==> src/verilog/pcr_pkg.sv <==
/*
 * Constants and carrier types for the configuration header register bank,
 * offsets 06h through 13h.
 * Assumes byte offsets inside a 256-byte configuration space, reached as
 * aligned dwords with byte enables.
 */
package pcr_pkg;

    // Byte offsets of the registers
    localparam logic [7:0] PCR_OFS_DEVICE_STATUS    = 8'h06;
    localparam logic [7:0] PCR_OFS_HARDWARE_STEPPING = 8'h08;
    localparam logic [7:0] PCR_OFS_DEVICE_CLASS     = 8'h09;
    localparam logic [7:0] PCR_OFS_CACHE_LINE_LENGTH = 8'h0c;
    localparam logic [7:0] PCR_OFS_BUS_TENURE_TIMER = 8'h0d;
    localparam logic [7:0] PCR_OFS_HEADER_LAYOUT    = 8'h0e;
    localparam logic [7:0] PCR_OFS_SELF_TEST        = 8'h0f;
    localparam logic [7:0] PCR_OFS_WINDOW_BASE_LOW  = 8'h10;

    // Status bit positions
    localparam int PCR_STS_PARITY_ERROR_SEEN      = 15;
    localparam int PCR_STS_SYSTEM_ERROR_SIGNALLED = 14;
    localparam int PCR_STS_MASTER_ABORT_RECEIVED  = 13;
    localparam int PCR_STS_TARGET_ABORT_RECEIVED  = 12;
    localparam int PCR_STS_TARGET_ABORT_SIGNALLED = 11;
    localparam int PCR_STS_SELECT_TIMING_LO       = 9;
    localparam int PCR_STS_MASTER_PARITY_ERROR    = 8;
    localparam int PCR_STS_BACK_TO_BACK_CAPABLE   = 7;
    localparam int PCR_STS_HIGH_SPEED_CAPABLE     = 5;
    localparam int PCR_STS_CAP_LIST_PRESENT       = 4;
    localparam int PCR_STS_IRQ_ASSERTED           = 3;

    // Fixed field values
    localparam logic [7:0] PCR_BASE_CLASS          = 8'h01;
    localparam logic [7:0] PCR_SUB_CLASS           = 8'h08;
    localparam logic [7:0] PCR_PROG_INTERFACE      = 8'h02;
    localparam logic [7:0] PCR_CACHE_LINE_RESET    = 8'h00;
    localparam logic [7:0] PCR_BUS_TENURE_VALUE    = 8'h00;
    localparam logic [6:0] PCR_HEADER_LAYOUT       = 7'h00;
    localparam logic [7:0] PCR_SELF_TEST_ABSENT    = 8'h00;
    localparam logic       PCR_CAP_LIST_PRESENT    = 1'b1;

    // Self-test register fields
    localparam int         PCR_ST_CAPABLE          = 7;
    localparam int         PCR_ST_GO               = 6;
    localparam logic [3:0] PCR_ST_RESULT_RESET     = 4'h0;

    // Window base register fields
    localparam int          PCR_BAR_BASE_LSB       = 14;
    localparam logic        PCR_BAR_PREFETCH_FLAG  = 1'b0;
    localparam logic [1:0]  PCR_BAR_WINDOW_TYPE    = 2'b10;
    localparam logic        PCR_BAR_SPACE_KIND     = 1'b0;
    localparam logic [31:0] PCR_BAR_RESET          = 32'h0000_0000;

    typedef enum logic [0:0] {
        PCR_ST_IDLE    = 1'b0,
        PCR_ST_RUNNING = 1'b1
    } pcr_st_state_t;

    // One configuration access
    typedef struct packed {
        logic        valid;
        logic        write;
        logic [7:0]  addr;
        logic [3:0]  be;
        logic [31:0] wdata;
    } pcr_cfg_req_t;

    // Error events, one-cycle pulses from the interface logic
    typedef struct packed {
        logic parity_error;
        logic master_abort;
        logic target_abort;
        logic master_parity;
    } pcr_events_t;

    typedef struct packed {
        logic          parity_error_seen;
        logic          master_abort_received;
        logic          target_abort_received;
        logic          master_parity_error;
        logic [7:0]    cache_line_length;
        logic          self_test_go;
        logic [3:0]    self_test_result;
        pcr_st_state_t st_state;
        logic          self_test_start;
        logic [31:0]   window_base;
        logic          cfg_ack;
        logic [31:0]   cfg_rdata;
        logic          parity_error_signal;
    } pcr_state_t;

endpackage

==> src/verilog/pcr_config_header_regs.sv <==
/*
 * Configuration header register bank, offsets 06h-13h: error status,
 * class code, cache line size, latency timer, header type, self-test
 * handshake and the lower memory window base.
 * Assumes one config access per request, dword aligned, with byte
 * enables; events arrive as one-cycle pulses synchronous to clock.
 */
`timescale 1ns/1ps

module pcr_config_header_regs
    import pcr_pkg::*;
#(
    parameter logic [7:0] STEPPING         = 8'h00, // Arbitrary value
    parameter logic       MULTI_FUNCTION   = 1'b0,
    parameter logic [1:0] SELECT_TIMING    = 2'b00,
    parameter logic       BACK_TO_BACK     = 1'b0,
    parameter logic       HIGH_SPEED       = 1'b0,
    parameter logic       SELF_TEST_PRESENT = 1'b1,
    parameter int         BAR_BASE_LSB     = PCR_BAR_BASE_LSB
) (
    // Clock and reset
    input  wire logic         clock,
    input  wire logic         resetn,
    // Configuration access
    input  wire pcr_cfg_req_t cfg_req,
    output logic              cfg_ack,
    output logic [31:0]       cfg_rdata,
    // Events and levels from the controller
    input  wire pcr_events_t  events,
    input  wire logic         parity_response_enable,
    input  wire logic         irq_asserted,
    output logic              parity_error_signal,
    // Self-test engine
    output logic              self_test_start,
    input  wire logic         self_test_done,
    input  wire logic [3:0]   self_test_code
);

    localparam logic [31:0] BAR_WRITE_MASK =
        32'hffff_ffff << BAR_BASE_LSB;

    pcr_state_t state;
    pcr_state_t next_state;

    logic        hit_status;
    logic        hit_class;
    logic        hit_misc;
    logic        hit_bar;
    logic        wr;
    logic [15:0] status_view;
    logic [7:0]  self_test_view;
    logic [31:0] bar_view;
    logic [3:0]  w1c_clear;

    always_comb begin
        hit_status = cfg_req.addr[7:2] == PCR_OFS_DEVICE_STATUS[7:2];
        hit_class  = cfg_req.addr[7:2] == PCR_OFS_HARDWARE_STEPPING[7:2];
        hit_misc   = cfg_req.addr[7:2] == PCR_OFS_CACHE_LINE_LENGTH[7:2];
        hit_bar    = cfg_req.addr[7:2] == PCR_OFS_WINDOW_BASE_LOW[7:2];
        wr         = cfg_req.valid && cfg_req.write;

        status_view = 16'h0000;
        status_view[PCR_STS_PARITY_ERROR_SEEN]     = state.parity_error_seen;
        status_view[PCR_STS_MASTER_ABORT_RECEIVED] =
            state.master_abort_received;
        status_view[PCR_STS_TARGET_ABORT_RECEIVED] =
            state.target_abort_received;
        status_view[PCR_STS_SELECT_TIMING_LO +: 2] = SELECT_TIMING;
        status_view[PCR_STS_MASTER_PARITY_ERROR]   =
            state.master_parity_error;
        status_view[PCR_STS_BACK_TO_BACK_CAPABLE]  = BACK_TO_BACK;
        status_view[PCR_STS_HIGH_SPEED_CAPABLE]    = HIGH_SPEED;
        status_view[PCR_STS_CAP_LIST_PRESENT]      =
            PCR_CAP_LIST_PRESENT;
        status_view[PCR_STS_IRQ_ASSERTED]          = irq_asserted;

        self_test_view = PCR_SELF_TEST_ABSENT;
        if (SELF_TEST_PRESENT) begin
            self_test_view[PCR_ST_CAPABLE] = 1'b1;
            self_test_view[PCR_ST_GO]      = state.self_test_go;
            self_test_view[3:0]            = state.self_test_result;
        end

        bar_view      = state.window_base & BAR_WRITE_MASK;
        bar_view[3]   = PCR_BAR_PREFETCH_FLAG;
        bar_view[2:1] = PCR_BAR_WINDOW_TYPE;
        bar_view[0]   = PCR_BAR_SPACE_KIND;

        // Ones written to the status half of dword 04h clear flags
        w1c_clear = 4'h0;
        if (wr && hit_status) begin
            if (cfg_req.be[3]) begin
                w1c_clear[3] = cfg_req.wdata[16 + PCR_STS_PARITY_ERROR_SEEN];
                w1c_clear[2] =
                    cfg_req.wdata[16 + PCR_STS_MASTER_ABORT_RECEIVED];
                w1c_clear[1] =
                    cfg_req.wdata[16 + PCR_STS_TARGET_ABORT_RECEIVED];
                // Status bit 8 sits in lane 3 of the dword
                w1c_clear[0] =
                    cfg_req.wdata[16 + PCR_STS_MASTER_PARITY_ERROR];
            end
        end

        next_state = state;
        next_state.self_test_start = 1'b0;

        // Set wins over a coinciding clear
        next_state.parity_error_seen = (state.parity_error_seen &
            ~w1c_clear[3]) | events.parity_error;
        next_state.master_abort_received = (state.master_abort_received &
            ~w1c_clear[2]) | events.master_abort;
        next_state.target_abort_received = (state.target_abort_received &
            ~w1c_clear[1]) | events.target_abort;
        next_state.master_parity_error = (state.master_parity_error &
            ~w1c_clear[0]) |
            (events.master_parity && parity_response_enable);

        next_state.parity_error_signal =
            events.parity_error && parity_response_enable;

        if (wr && hit_misc && cfg_req.be[0]) begin
            next_state.cache_line_length = cfg_req.wdata[7:0];
        end

        if (wr && hit_bar) begin
            for (int b = 0; b < 4; b++) begin
                if (cfg_req.be[b]) begin
                    next_state.window_base[8*b +: 8] =
                        cfg_req.wdata[8*b +: 8] &
                        BAR_WRITE_MASK[8*b +: 8];
                end
            end
        end

        case (state.st_state)
            PCR_ST_IDLE: begin
                if (SELF_TEST_PRESENT && wr && hit_misc && cfg_req.be[3] &&
                    cfg_req.wdata[24 + PCR_ST_GO]) begin
                    next_state.self_test_go    = 1'b1;
                    next_state.self_test_start = 1'b1;
                    next_state.st_state        = PCR_ST_RUNNING;
                end
            end
            PCR_ST_RUNNING: begin
                if (self_test_done) begin
                    next_state.self_test_go     = 1'b0;
                    next_state.self_test_result = self_test_code;
                    next_state.st_state         = PCR_ST_IDLE;
                end
            end
            default: begin
                next_state.st_state = PCR_ST_IDLE;
            end
        endcase

        next_state.cfg_ack   = cfg_req.valid;
        next_state.cfg_rdata = 32'h0000_0000;
        if (cfg_req.valid && !cfg_req.write) begin
            if (hit_status) begin
                next_state.cfg_rdata = {status_view, 16'h0000};
            end else if (hit_class) begin
                next_state.cfg_rdata = {PCR_BASE_CLASS, PCR_SUB_CLASS,
                    PCR_PROG_INTERFACE, STEPPING};
            end else if (hit_misc) begin
                next_state.cfg_rdata = {self_test_view,
                    MULTI_FUNCTION, PCR_HEADER_LAYOUT,
                    PCR_BUS_TENURE_VALUE,
                    state.cache_line_length};
            end else if (hit_bar) begin
                next_state.cfg_rdata = bar_view;
            end
        end
    end

    always_ff @(posedge clock or negedge resetn) begin
        if (!resetn) begin
            state                   <= '0;
            state.cache_line_length <= PCR_CACHE_LINE_RESET;
            state.self_test_result  <= PCR_ST_RESULT_RESET;
            state.st_state          <= PCR_ST_IDLE;
            state.window_base       <= PCR_BAR_RESET;
        end else begin
            state <= next_state;
        end
    end

    assign cfg_ack             = state.cfg_ack;
    assign cfg_rdata           = state.cfg_rdata;
    assign parity_error_signal = state.parity_error_signal;
    assign self_test_start     = state.self_test_start;

endmodule

==> config.mk <==
export PLATFORM = sky130hd
export DESIGN_NAME = pcr_config_header_regs
export DESIGN_NICKNAME = d
export VERILOG_FILES = /design/src/verilog/pcr_pkg.sv /design/src/verilog/pcr_config_header_regs.sv
export SDC_FILE = /design/constraint.sdc
export NUM_CORES = 1
export LEC_CHECK = 0
export BUFFER_PORTS_ARGS = -buffer_cell sky130_fd_sc_hd__clkbuf_2
export CAP_MARGIN = 20
export CORE_ASPECT_RATIO = 1.1
export CORE_MARGIN = 8
export CORE_UTILIZATION = 45
export CTS_CLUSTER_DIAMETER = 40
export DETAILED_ROUTE_END_ITERATION = 8
export PLACE_DENSITY_LB_ADDON = 0.12
export SETUP_SLACK_MARGIN = 0.15
export SLEW_MARGIN = 20
export SYNTH_ARGS = -nofsm -noshare
export SYNTH_HDL_FRONTEND = slang
export SYNTH_SLANG_ARGS = --single-unit
==> constraint.sdc <==
create_clock -name clock -period 0.91 [get_ports clock]
set_input_delay 0.091 -clock clock [delete_from_list [all_inputs] [get_ports clock]]
set_output_delay 0.091 -clock clock [all_outputs]
set_load 0.1 [all_outputs]
# Word-level counts from Yosys, hierarchy flattened
# Index checks and enable logic that the tools add are counted.
[totals] reg_bits=71 input_bits=59 out_inout_bits=35
[classes] eq_ne=6 n_reduce_logical=16 bitwise_logic=13 muxes=13
[op_table] cell="2-to-1 mux 32 bit" n=5
[op_table] cell="equality test 6 x 2 -> 1 bit (second input constant)" n=2
[op_table] cell="logical AND 1 bit" n=10
[op_table] cell="AND reduction 2 bit" n=5
[op_table] cell="2-to-1 mux 4 bit" n=2
[op_table] cell="equality test 6 x 1 -> 1 bit (second input constant)" n=1
[op_table] cell="equality test 6 x 3 -> 1 bit (second input constant)" n=1
[op_table] cell="2-to-1 mux 6 bit" n=1
[op_table] cell="NOT 1 bit" n=5
[op_table] cell="bitwise AND 1 bit" n=4
[op_table] cell="inequality test 2 bit (second input constant)" n=2
[op_table] cell="bitwise OR 1 bit" n=4
[op_table] cell="one-hot mux 1 bit (2 select lines)" n=2
[op_table] cell="2-to-1 mux 1 bit" n=2
[op_table] cell="2-to-1 mux 2 bit" n=1
[op_table] cell="logical NOT 1 bit" n=1

# Logic depth before layout (Yosys ltp)
# Gate-level depths: netlist (run 1).
[depth] depth_word=6 mapped_depth=5 mapped_depth_nobuf=3

# Worst setup path after synthesis (run 1)
# OpenSTA, ideal clock, no wires.
[synth_path] path_type="input to register" startpoint="in cfg_req[40] (netlist name)" endpoint="reg state[73] (netlist name)" t_required_ps=785 arrival_time_ps=1340 n_path_buf=0 slack_ps=-555 path_stages=3 cell_sequence="or4_4 -> nor3_4 -> mux2_2"
[synth_between] elab_chain_len=3
[synth_lines] item="start, declared" line_no="pcr_config_header_regs.sv:25" source="input wire pcr_cfg_req_t cfg_req,"
[synth_lines] item="equality test 6 x 2 -> 1 bit" line_no="pcr_config_header_regs.sv:58" source="hit_misc = cfg_req.addr[7:2] == PCR_OFS_CACHE_LINE_LENGTH[7:2];"
[synth_lines] item="logical AND 1 bit (2 in a row)" line_no="pcr_config_header_regs.sv:121" source="if (wr && hit_misc && cfg_req.be[0]) begin"
[synth_lines] item="end signal, assigned" line_no="pcr_config_header_regs.sv:183" source="state <= next_state;"
[synth_lines] item="end, declared" line_no="pcr_config_header_regs.sv:42" source="pcr_state_t state;"
# Every way passes these cells.
# A chain may end at the register's enable or synchronous reset.

# Final worst setup path (run 1)
[layout_path] startpoint="in cfg_req[40] (netlist name)" endpoint="reg state[78] (netlist name)"
# Same word-level chain as after synthesis.

==> metrics list, run 1 <==
- Outcome: finished with violations
* Violations in the final reports: setup timing
- Detailed-route wire length: 7.446 mm
- Htree depth: 3
- The initial utilization of the core area, before any placement, comes to a little under half.
* Final Hold Viols: 0
- Cell type contributing the most total cell area after synthesis: dfrtp_1
- The critical path in this run is classified as in -> reg.
- Worst hold slack across all endpoints: approximately 0.018 ns
* Count of hold-fix buffers inserted at cts: 31
- The top cell types in the final layout, fill and taps aside, are dfrtp_1, clkbuf_2, buf_12.
* Antenna Nets Post-Route: 0
- DP HPWL: approximately 4.8 mm
* Number of enable flip-flop cells after synthesis: 0
- Global placement routability congestion: approximately 0.74
- Simple logic cell fraction of the synthesized area: approximately 14%
* Maximum clock insertion buffer count: 2
- Clock tree from TritonCTS: built
- The number of antenna diodes in the final layout is 0.
- At the pin with the least slew margin, the transition time is approximately 0.56 ns.
* Dominant cells by area after synthesis: dfrtp_1, mux2_2, buf_4
- Average detailed-routed wire length per instance: 17.20 um
- Placeable Area: between 6000 and 7000 um^2
- For this run, design rule violations remaining after detail routing come to 0.
* Setup repair after global routing missed its margin: true
* Sum of met3 wire segment lengths after detailed routing: approximately 410 um
* Most common library cell in the layout ignoring fill and taps: dfrtp_1
* Async SR Flop Fraction: 100.0%
* Fraction of the mapped netlist area in compound gates: under 10%
* Seq/Total Area, Yosys: about three fifths
- Of all nets on the critical path, the largest fanout is 8.
- Required time of the critical path: 1.12 ns
* Count of unique library cells instantiated by Yosys: 31
- Once layout is complete, the utilization of the core stands at 76.48%.
* Maximum clock rate: 839.0 MHz
- Layout-stage area growth over the synthesis result: 66.30%
* Global-route wire length before repair: 11.75 mm
- Power spread over the standard cell area amounts to ~1400 nW/um^2.
- Total Negative Setup Slacks: -12.22 ns
* Layout net count: slightly above 400
* Register bit count reported by yosys: 66
- Total standard cell area after synthesis: 2814 um^2
- The total count of max-transition violations in the final report was 0.
- Num CTS Buffers: 9
- The min-delay analysis places its worst path in the category in -> reg.
- Of the post-synthesis cell area, the dominant cell type holds about three fifths.
- Count of boundary I/O pins: 94
- The portion of synthesized area spent on multiplexers is between 10% and 20%.
- Worst VDD drop: 1.080 mV
* Length of routed wiring on met1: roughly 3 mm
- Using the TritonRoute via totals, the vias-per-cell ratio works out to just under 5.
* Clock root buffer master: clkbuf_8
* Number of design-rule violations left by the first detailed-router iteration: 57
* Horizontal die dimension: a little over 90 um
- Post-layout min period: 1.192 ns
- Row count: 30
- Across every metal layer, demand over resource in global routing totals between 10% and 20%.
- Pre-Repair DR Iteration Count: 4
- Crit start category: input pin
- The number of global-route vias before repair came to between 2,000 and 2,500.
- Yosys printed 0 warnings.
- Max layer used: met4
* CTS clk-pin slew, worst paths: roughly 0.070 ns
- Parity-gate share of the synthesized area counting xor and xnor cells: 0%
* Arrival time of data at the critical path endpoint: 1.41 ns
- STA classifies the critical path endpoint as a flip-flop.
- Filler-free cell count of the finished design: 433
- Setup clock skew after layout: about 0.0056 ns
- Entering global routing, the biggest net connects 67 pins.
- Quantity of I/O buffers inserted on ports: 80
- Minimum setup slack in the final design: -0.2819 ns
* Die Ht: 98.94 um
- Via count: ~2,100
- By area, the combinational part of the netlist is dominated by simple AND/OR/NAND/NOR gates.
- Adder and majority gate portion of the synthesized area: 0%
* Routed length on met2: between 3 and 4 mm
- Antenna violations before repair: 0
* Clock latency on the worst-skew pair: between 0.3 and 0.4 ns
* Synthesized netlist cell count: ~220
* Share of post-route cells with drive strength above 1: around 56%
- In this run the tightest slew margin relative to its limit is a little over three fifths.
* Aggregate global routing overflow: 0
* Ys flop type: dfrtp_1
- Die area: ~9000 um^2
- In this run the static leakage power is between 2 and 2.5 nW.
- A synthesized cell averages between 10 and 15 um^2.
- Setup violation total in the final timing report: between 90 and 100
- Max-cap violations in this run came to 0.
- For this design, the sink count on the clock tree is 66.
- Placed Cells: around 370
- Final worst-path cycle share: 131.0%
-- logic make-up (layout without fill, tap and decap cells) --
logic type	Yosys count	in the layout
AOI/OAI and AO/OA	19	19
buffers and inverters	40	167
DFF	66	66
muxes	33	33
other	1	5
and+or+nand+nor	63	63
-- worst max-delay path, stage by stage --
cell,delay [ns]
buf_6,0.10
or4_4,0.55
nor3_4,0.17
buf_12,0.16
mux2_2,0.33
-- final timing paths --
check | start | endpoint | slack, ns | depth (start not counted)
max in group asynchronous | resetn | cfg_ack | 0.30 | 3
setup / recovery | cfg_req[40] | state[78] | -0.28 | 5
min in group asynchronous | resetn | cfg_rdata[31] | 0.28 | 3
hold / removal | self_test_code[3] | self_test_view[3] | 0.02 | 2
setup reg to reg | bar_view[24] | cfg_rdata[24] | -0.14 | 3
hold reg to reg | state[76] | cfg_rdata[3] | 0.47 | 1
-- repair_timing --
item,CTS,global route
endpoints found under the setup margin,94,94
pin swaps,10,12
setup buffers,8,7
endpoints found under the hold margin,97,1
gates resized for setup,31,17
-- area by class of cell --
type / instances / area, um^2
Sequential cell: 66 / 1655
Timing Repair Buffer: 151 / 1587
Fill cell: 383 / 1439
Multi-Input combinational cell: 120 / 1130
Clock buffer: 13 / 168.9
Tap cell: 80 / 100.1
Clock inverter: 2 / 35.03
Inverter: 1 / 3.754
-- cell usage after synthesis (all sizes together) (2+ instances only) --
cell     n
a21o     6
a21oi    9
and2    10
and3    10
buf     33
clkbuf   6
dfrtp   66
mux2    31
mux2i    2
nand2    4
nand3   17
nand4    6
nor2b    5
nor3     3
or4      2
-- state kept, by name (all words and copies together) (netlist names) --
| register | flops |
|---|---|
| state | 13 |
| self_test_start | 1 |
| bar_view | 18 |
| parity_error_signal | 1 |
| cfg_rdata | 27 |
| self_test_view | 5 |
| cfg_ack | 1 |
-- routing by layer --
metal | up-vias | track usage, %
met3 | 10 | 6.312
met2 | 67 | 28.29
met5 | - | 0
li1 | 992 | -
met1 | 1074 | 18.13
met4 | 0 | 6.431
-- power by group --
part           total, mW  switching, mW  internal, mW  leakage, nW
clock network       2.50           1.02          1.47        0.106
logic              0.817          0.425         0.392         1.29
registers           3.05         0.0416          3.00        0.889
-- stage by stage --
step                setup slack (ns)  cell area (um^2)  power [mW]
floorplan                    -0.4865              2953       3.407
global route                 -0.2751              4679       6.604
CTS                          -0.2744              4556       6.382
finish                       -0.2819              4679       6.358
detailed placement           -0.6441              3831       3.716
global placement             -0.6088              3831       3.699
Power figures use the tool's default switching activity.
==> run 2, diff against run 1 <==
SETUP_SLACK_MARGIN = 0.02   (was 0.15)
SLEW_MARGIN = not set   (was 20)
==> metrics list, run 2 (synthesis results as in run 1) <==
* Outcome: finished with violations (unchanged)
* Violations in the final reports: setup timing (unchanged)
- Num CTS Buffers: 9 (unchanged)
* Die area: 9042 um^2 (unchanged)
* Setup clock skew after layout: 0.004964 ns (was 0.005637 ns)
- Power per cell area: 1361 nW/um^2 (was 1359 nW/um^2)
- The number of global-route vias before repair is 2,262 (was 2,361).
* Delay of the slowest cell on the worst path: 0.55 ns (about the same)
- Maximum clock insertion buffer count: 2 (unchanged)
- The remaining routing DRC violations came to 0 (unchanged).
- DR vias/cell: 4.765 (was 4.949)
* Antenna fix cells: 0 (unchanged)
* Worst hold slack across all endpoints: 0.02095 ns (was 0.01811 ns)
* Worst rel slew slack: 62.75% (was 62.88%)
- GR Util met2: 26.01% (was 28.29%)
- Filler-free cell count of the finished design: 425 (was 433)
- The clock-pin transition on the worst setup and hold timing paths came to 0.07 ns (about the same).
- Worst VDD drop: 1.016 mV (was 1.080 mV)
- The number of antenna violations at the first check in global routing is 0 (unchanged).
* Setup repair after global routing missed its margin: true (unchanged)
- The total vias in the final route came to 2,025 (was 2,143).
- The number of detailed-routing iterations run before antenna repair came to 4 (unchanged).
* Final Hold Viols: 0 (unchanged)
* Arrival time of data at the critical path endpoint: 1.39 ns (was 1.41 ns)
* Tightest Hold Check Type: in -> reg (unchanged)
- CP cell instances: buf_6, or4_4, nor3_4, buf_12, mux2_2 (unchanged)
- Minimum setup slack in the final design: -0.2590 ns (was -0.2819 ns)
* Placeable Area: 6118 um^2 (unchanged)
- The transition time at the pin with the least slew margin is 0.5577 ns (was 0.5557 ns).
- Path type of the worst setup path: in -> reg (unchanged)
- The largest fanout on the critical path is 8 (unchanged).
* Logic depth of the worst register-to-register path: 3 (unchanged)
* Required time of the critical path: 1.13 ns (was 1.12 ns)
- The average wire per standard cell came to 16.12 um (was 17.20 um).
* Quantity of I/O buffers inserted on ports: 80 (unchanged)
- The global routing's busiest layer was met2 (unchanged).
- Layout-stage area growth over the synthesis result: 59.54% (was 66.30%)
* Total stage count of the critical path: 5 (unchanged)
- The total count of max-transition violations in the final report came to 0 (unchanged).
* Cell class contributing the biggest share of worst-path delay: simple AND/OR/NAND/NOR gates (unchanged)
* Portion of total power attributed to combinational logic: 12.7% (was 12.9%)
- Die Ht: 98.94 um (unchanged)
- The cell chosen for the clock root was clkbuf_8 (unchanged).
- The net count of the finished layout was 399 (was 408).
- Setup violation total in the final timing report: 74 (was 93)
* Global-route wire length before repair: 11.42 mm (was 11.75 mm)
- The flip-flop count of the largest register, all copies and words added is 27 (unchanged).
- Global Route Usage Sum: 16.11% (was 16.59%)
* Sequential fraction of design power: 49.8% (was 47.9%)
- Crit start category: input pin (unchanged)
- The total clock sinks is 66 (unchanged).
* Detailed-route wire length: 6.849 mm (was 7.446 mm)
- Post-placement setup slack: -0.6364 ns (was -0.6441 ns)
- Row count: 30 (unchanged)
- Post-layout min period: 1.169 ns (was 1.192 ns)
* Clock latency on the worst-skew pair: 0.34 ns (was 0.33 ns)
- The kind of end point of the critical path is a flip-flop (unchanged).
* Clock Power Share: 37.5% (was 39.2%)
- The design area was 4489 um^2 (was 4679 um^2).
* Most common library cell in the layout ignoring fill and taps: dfrtp_1 (unchanged)
- Final worst-path cycle share: 128.5% (was 131.0%)
- The worst hold path cell count is 2 (unchanged).
- The clock tree from TritonCTS is built (unchanged).
* Count of boundary I/O pins: 94 (unchanged)
- The final-layout fill cell count is 413 (was 383).
- Leakage power summed over all cells: 2.186 nW (was 2.279 nW)
- Htree depth: 3 (unchanged)
- Total placed instance area: 3806 um^2 (was 3831 um^2)
* Critical path's slowest cell: or4_4 (unchanged)
- Leading cell types in the layout, fill and taps excluded: dfrtp_1, clkbuf_2, dlygate4sd3_1 (was dfrtp_1, clkbuf_2, buf_12).
- The number of placed instances with taps included is 372 (unchanged).
* Switching power as a share of total power: 24.07% (was 23.43%)
- Global routing usage on met1: 18.68% (was 18.13%)
* Horizontal die dimension: 91.40 um (unchanged)
* Share of post-route cells with drive strength above 1: 51.59% (was 56.37%)
- The count of buffer and inverter cells on the critical path is 2 (unchanged).
- The weighted congestion reported at the end of routability-driven placement is 0.7436 (was 0.7439).
* Antenna Nets Post-Route: 0 (unchanged)
* Maximum clock rate: 855.5 MHz (was 839.0 MHz)
- Layout Utilization: 73.37% (was 76.48%)
- Internal Dissipation: 4.641 mW (was 4.868 mW)
- The initial core utilization was 45.99% (unchanged).
* Area used by multi-input combinational logic: 1079 um^2 (was 1130 um^2)
* Area taken by flip-flops and latches: 1655 um^2 (unchanged)
- Number of design-rule violations left by the first detailed-router iteration: 71 (was 57)
- The met3 usage in global routing came to 7.681% (was 6.312%).
- The half-perimeter wire length after detailed placement is 4.813 mm (was 4.825 mm).
* NetSw: 1.471 mW (was 1.489 mW)
- The pin count of the biggest net entering global routing is 67 (unchanged).
- The global route total overflow was 0 (unchanged).
- Max cap viols: 0 (unchanged)
[run 2: cell count changes in the layout (fill, tap and decap cells not counted), sizes merged]
cell	delta
clkinv	+1
buf	-14
dlygate4sd3	+4
clkbuf	+1
[run 2: final timing paths]
check / endpoint / start / slack [ns]
worst max-delay path: state[76] / cfg_req[40] / -0.26
min in group asynchronous: parity_error_signal / resetn / 0.29
worst max register to register: self_test_view[6] / state[67] / -0.06
worst min register to register: self_test_view[6] / self_test_view[6] / 0.48
worst min-delay path: bar_view[29] / cfg_req[29] / 0.02
max in group asynchronous: cfg_ack / resetn / 0.31
[run 2: worst register-to-register path, delay by kind of cell, from the launching register on]
family          cells  cell delay (ns)
flops               1             0.40
compound gates      1             0.15
simple gates        2             0.32
[run 2: per-layer routing]
metal	wire (um)	up-vias	share of wire [%]
met1	2854	984	42
met3	476	8	6.9
met4	66	0	0.96
li1	-	975	-
met2	3452	58	50
met5	0	-	0
[run 2: timing repair]
| item | 4_1_cts | 5_1_grt |
|---|---|---|
| hold buffers | 34 | 1 |
| resized for setup | 14 | 18 |
| hold endpoints to repair | 99 | 1 |
| endpoints found under the setup margin | 85 | 89 |
| pin swaps | 7 | 9 |
| buffers inserted | 1 | 3 |
[run 2: power groups by stage]
stage | combinational (mW) | clock [mW] | sequential [mW]
4_1_cts | 0.750 | 2.35 | 3.04
2_1_floorplan | 0.291 | 0 | 3.11
3_3_place_gp | 0.603 | 0 | 3.09
5_1_grt | 0.839 | 2.49 | 3.05
3_5_place_dp | 0.616 | 0 | 3.09
6_report | 0.777 | 2.29 | 3.04
[run 2: final cells by class]
type / count / share of cell area [%]
sequential: 66 / 36.87
timing repair buffer: 142 / 32.80
multi-input combinational: 120 / 24.02
clock buffer: 13 / 3.094
tap: 80 / 2.230
clock inverter: 3 / 0.8919
inverter: 1 / 0.08361
[run 2: per-stage QoR]
step,setup TNS (ns),total power [mW]
2_1_floorplan,-10.93,3.405
3_3_place_gp,-26.36,3.693
3_5_place_dp,-28.13,3.710
4_1_cts,-8.683,6.139
5_1_grt,-10.51,6.378
6_report,-7.949,6.112
==> run 3, diff against run 2 <==
CTS_CLUSTER_SIZE = 25   (was not set)
REMOVE_ABC_BUFFERS = 1   (was not set)
==> metrics list, run 3 (synthesis results as in run 1) <==
- The part of the power in the clock network is 45.7% (was 37.5%).
- Path type of the worst setup path: in -> reg (unchanged)
* Count of boundary I/O pins: 94 (unchanged)
- The maximum level of the CTS H-tree was 3 (unchanged).
- Layout-stage area growth over the synthesis result: 67.45% (was 59.54%)
- Pin count of the biggest net entering global routing: 67 (unchanged)
* Critical path's slowest cell: or4_4 (unchanged)
* Number of flip-flops in the largest register: 27 (unchanged)
* Horizontal die dimension: 91.40 um (unchanged)
- Area taken by flip-flops and latches: 1652 um^2 (was 1655 um^2)
* Most common library cell in the layout ignoring fill and taps: dfrtp_1 (unchanged)
- Delay of the slowest cell on the worst path: 0.55 ns (about the same)
- The total leakage power came to 2.297 nW (was 2.186 nW).
* Power per cell area: 1510 nW/um^2 (was 1361 nW/um^2)
- The design area is 4712 um^2 (was 4489 um^2).
* Portion of total power attributed to combinational logic: 11.5% (was 12.7%)
- Placed Cells: 378 (was 372)
- Number of design-rule violations left by the first detailed-router iteration: 70 (was 71)
- CTS clk-pin slew, worst paths: 0.07 ns (about the same)
- The maximum number of buffers from clock root to sink is 2 (unchanged).
* Quantity of I/O buffers inserted on ports: 80 (unchanged)
- CP cell instances: buf_6, or4_4, nor3_4, buf_6, mux2_4 (was buf_6, or4_4, nor3_4, buf_12, mux2_2).
- Switching power as a share of total power: 21.80% (was 24.07%)
- The proportion of layout cells with a drive suffix above 1 is 55.93% (was 51.59%).
- The multi-input gate area in the final layout was 1129 um^2 (was 1079 um^2).
- The net count of the finished layout is 408 (was 399).
- The floorplan die height is 98.94 um (unchanged).
- The required time of the worst setup path is 1.13 ns (about the same).
* Minimum setup slack in the final design: -0.2436 ns (was -0.2590 ns)
* Clock root buffer master: clkbuf_8 (unchanged)
* Maximum clock rate: 866.8 MHz (was 855.5 MHz)
- Layout Utilization: 77.01% (was 73.37%)
* Row count: 30 (unchanged)
- Antenna violations before repair: 0 (unchanged)
- Post-route DRC violation count: 0 (unchanged)
* Design Power: 7.115 mW (was 6.112 mW)
- Setup repair after global routing missed its margin: true (unchanged).
- The global route total overflow was 0 (unchanged).
- The number of detailed-routing iterations run before antenna repair is 5 (was 4).
* Placeable Area: 6118 um^2 (unchanged)
- The sequential share of power came to 42.8% (was 49.8%).
- The number of buffers added by the clock tree synthesis step was 9 (unchanged).
* Global-route wire length before repair: 11.80 mm (was 11.42 mm)
- Setup violation total in the final timing report: 88 (was 74)
- The kind of end point of the critical path was a flip-flop (unchanged).
* Die area: 9042 um^2 (unchanged)
- The total cell area at the placement stage came to 3770 um^2 (was 3806 um^2).
- Clock net sink count: 66 (unchanged)
- Clock latency on the worst-skew pair: 0.33 ns (was 0.34 ns)
- The routed wire length was 7.518 mm (was 6.849 mm).
* Max FO, Critical Path: 4 (was 8)
- The global router's overall resource usage came to 16.50% (was 16.11%).
* Starting density of the core: 45.99% (unchanged)
- Final worst-path cycle share: 126.8% (was 128.5%)
- The antenna violation net count after detailed routing was 0 (unchanged).
- The total vias in the final route is 2,164 (was 2,025).
- The half-perimeter wire length after detailed placement was 4.844 mm (was 4.813 mm).
- Top cell by count, worst path: buf_6
* Internal Dissipation: 5.564 mW (was 4.641 mW)
- The final-layout fill cell count was 380 (was 413).
- Leading cell types in the layout, fill and taps excluded: dfrtp_1, clkbuf_2, dlygate4sd3_1 (unchanged).
* DR vias/cell: 4.986 (was 4.765)
* Global placement routability congestion: 0.7247 (was 0.7436)
* Post-layout min period: 1.154 ns (was 1.169 ns)
- The category of the worst setup path launch point was an input pin (unchanged).
- The count of endpoints failing hold in the final timing report is 0 (unchanged).
- The average wire per standard cell came to 17.32 um (was 16.12 um).
- The switching power is 1.551 mW (was 1.471 mW).
* Worst VDD drop: 1.316 mV (was 1.016 mV)
* Antenna fix cells: 0 (unchanged)
- Clock tree from TritonCTS: built (unchanged)
* Outcome: finished with violations (unchanged)
- Tightest Hold Check Type: in -> reg (unchanged)
- The total count of max-transition violations in the final report was 0 (unchanged).
- The max-capacitance violation count came to 0 (unchanged).
- Violations in the final reports: setup timing (unchanged)
* Arrival time of data at the critical path endpoint: 1.38 ns (was 1.39 ns)
- The clock skew came to 0.004031 ns (was 0.004964 ns).
* Vias in the first global route: 2,381 (was 2,262)
* Filler-free cell count of the finished design: 434 (was 425)
## run 3: through the flow
stage	setup TNS, ns	hold slack [ns]	setup WS, ns
after floorplan	-31.73	-0.2046	-0.7906
after global placement	-25.24	0.1332	-0.6415
after detailed placement	-26.47	0.1347	-0.6674
after CTS	-8.272	0.006526	-0.2181
after global routing	-11.63	0.01724	-0.2824
final	-9.072	0.01693	-0.2436
## run 3: critical path: cells and delay by family
family	cells	cell delay [ns]
mux	1	0.30
simple gates	2	0.73
buf+inv	2	0.25
## run 3: path summary, 6_finish.rpt
check | startpoint | end | slack (ns) | depth (start not counted)
setup / recovery | cfg_req[42] | state[76] | -0.24 | 5
hold / removal | cfg_req[15] | bar_view[15] | 0.02 | 2
setup reg to reg | state[67] | self_test_view[6] | -0.09 | 3
hold reg to reg | state[82] | state[82] | 0.48 | 1
max in group asynchronous | resetn | cfg_rdata[1] | 0.31 | 3
min in group asynchronous | resetn | state[82] | 0.31 | 3
## run 3: what timing repair did
action | in CTS | in global routing
hold endpoints to repair | 98 | 0
resized for setup | 38 | 38
hold buffers | 33 | 0
setup endpoints to repair | 78 | 93
setup buffers | 6 | 3
pin swaps | 18 | 22
gates cloned | 1 | 0
## run 3: cell type report
class                      instances  share of cell area (%)
multi-input combinational        120                   23.95
tap                               80                   2.124
clock inverter                     5                   2.655
inverter                           1                 0.07966
sequential                        66                   35.05
timing repair buffer             151                   33.14
clock buffer                      11                   3.001
## run 3: metal layers
| metal | global-route usage [%] | vias up | wire length, um |
|---|---|---|---|
| li1 | - | 994 | - |
| met4 | 7.818 | 0 | 143 |
| met5 | 0 | - | 0 |
| met1 | 19.24 | 1077 | 3158 |
| met2 | 27.23 | 77 | 3837 |
| met3 | 4.715 | 16 | 379 |
## run 3: power groups by stage
| stage | clock (mW) | combinational [mW] | sequential, mW |
|---|---|---|---|
| detailed placement | 0 | 0.598 | 3.09 |
| CTS | 3.31 | 0.769 | 3.04 |
| finish | 3.25 | 0.820 | 3.05 |
| global route | 3.41 | 0.873 | 3.05 |
| global placement | 0 | 0.591 | 3.09 |
| floorplan | 0 | 0.214 | 3.13 |
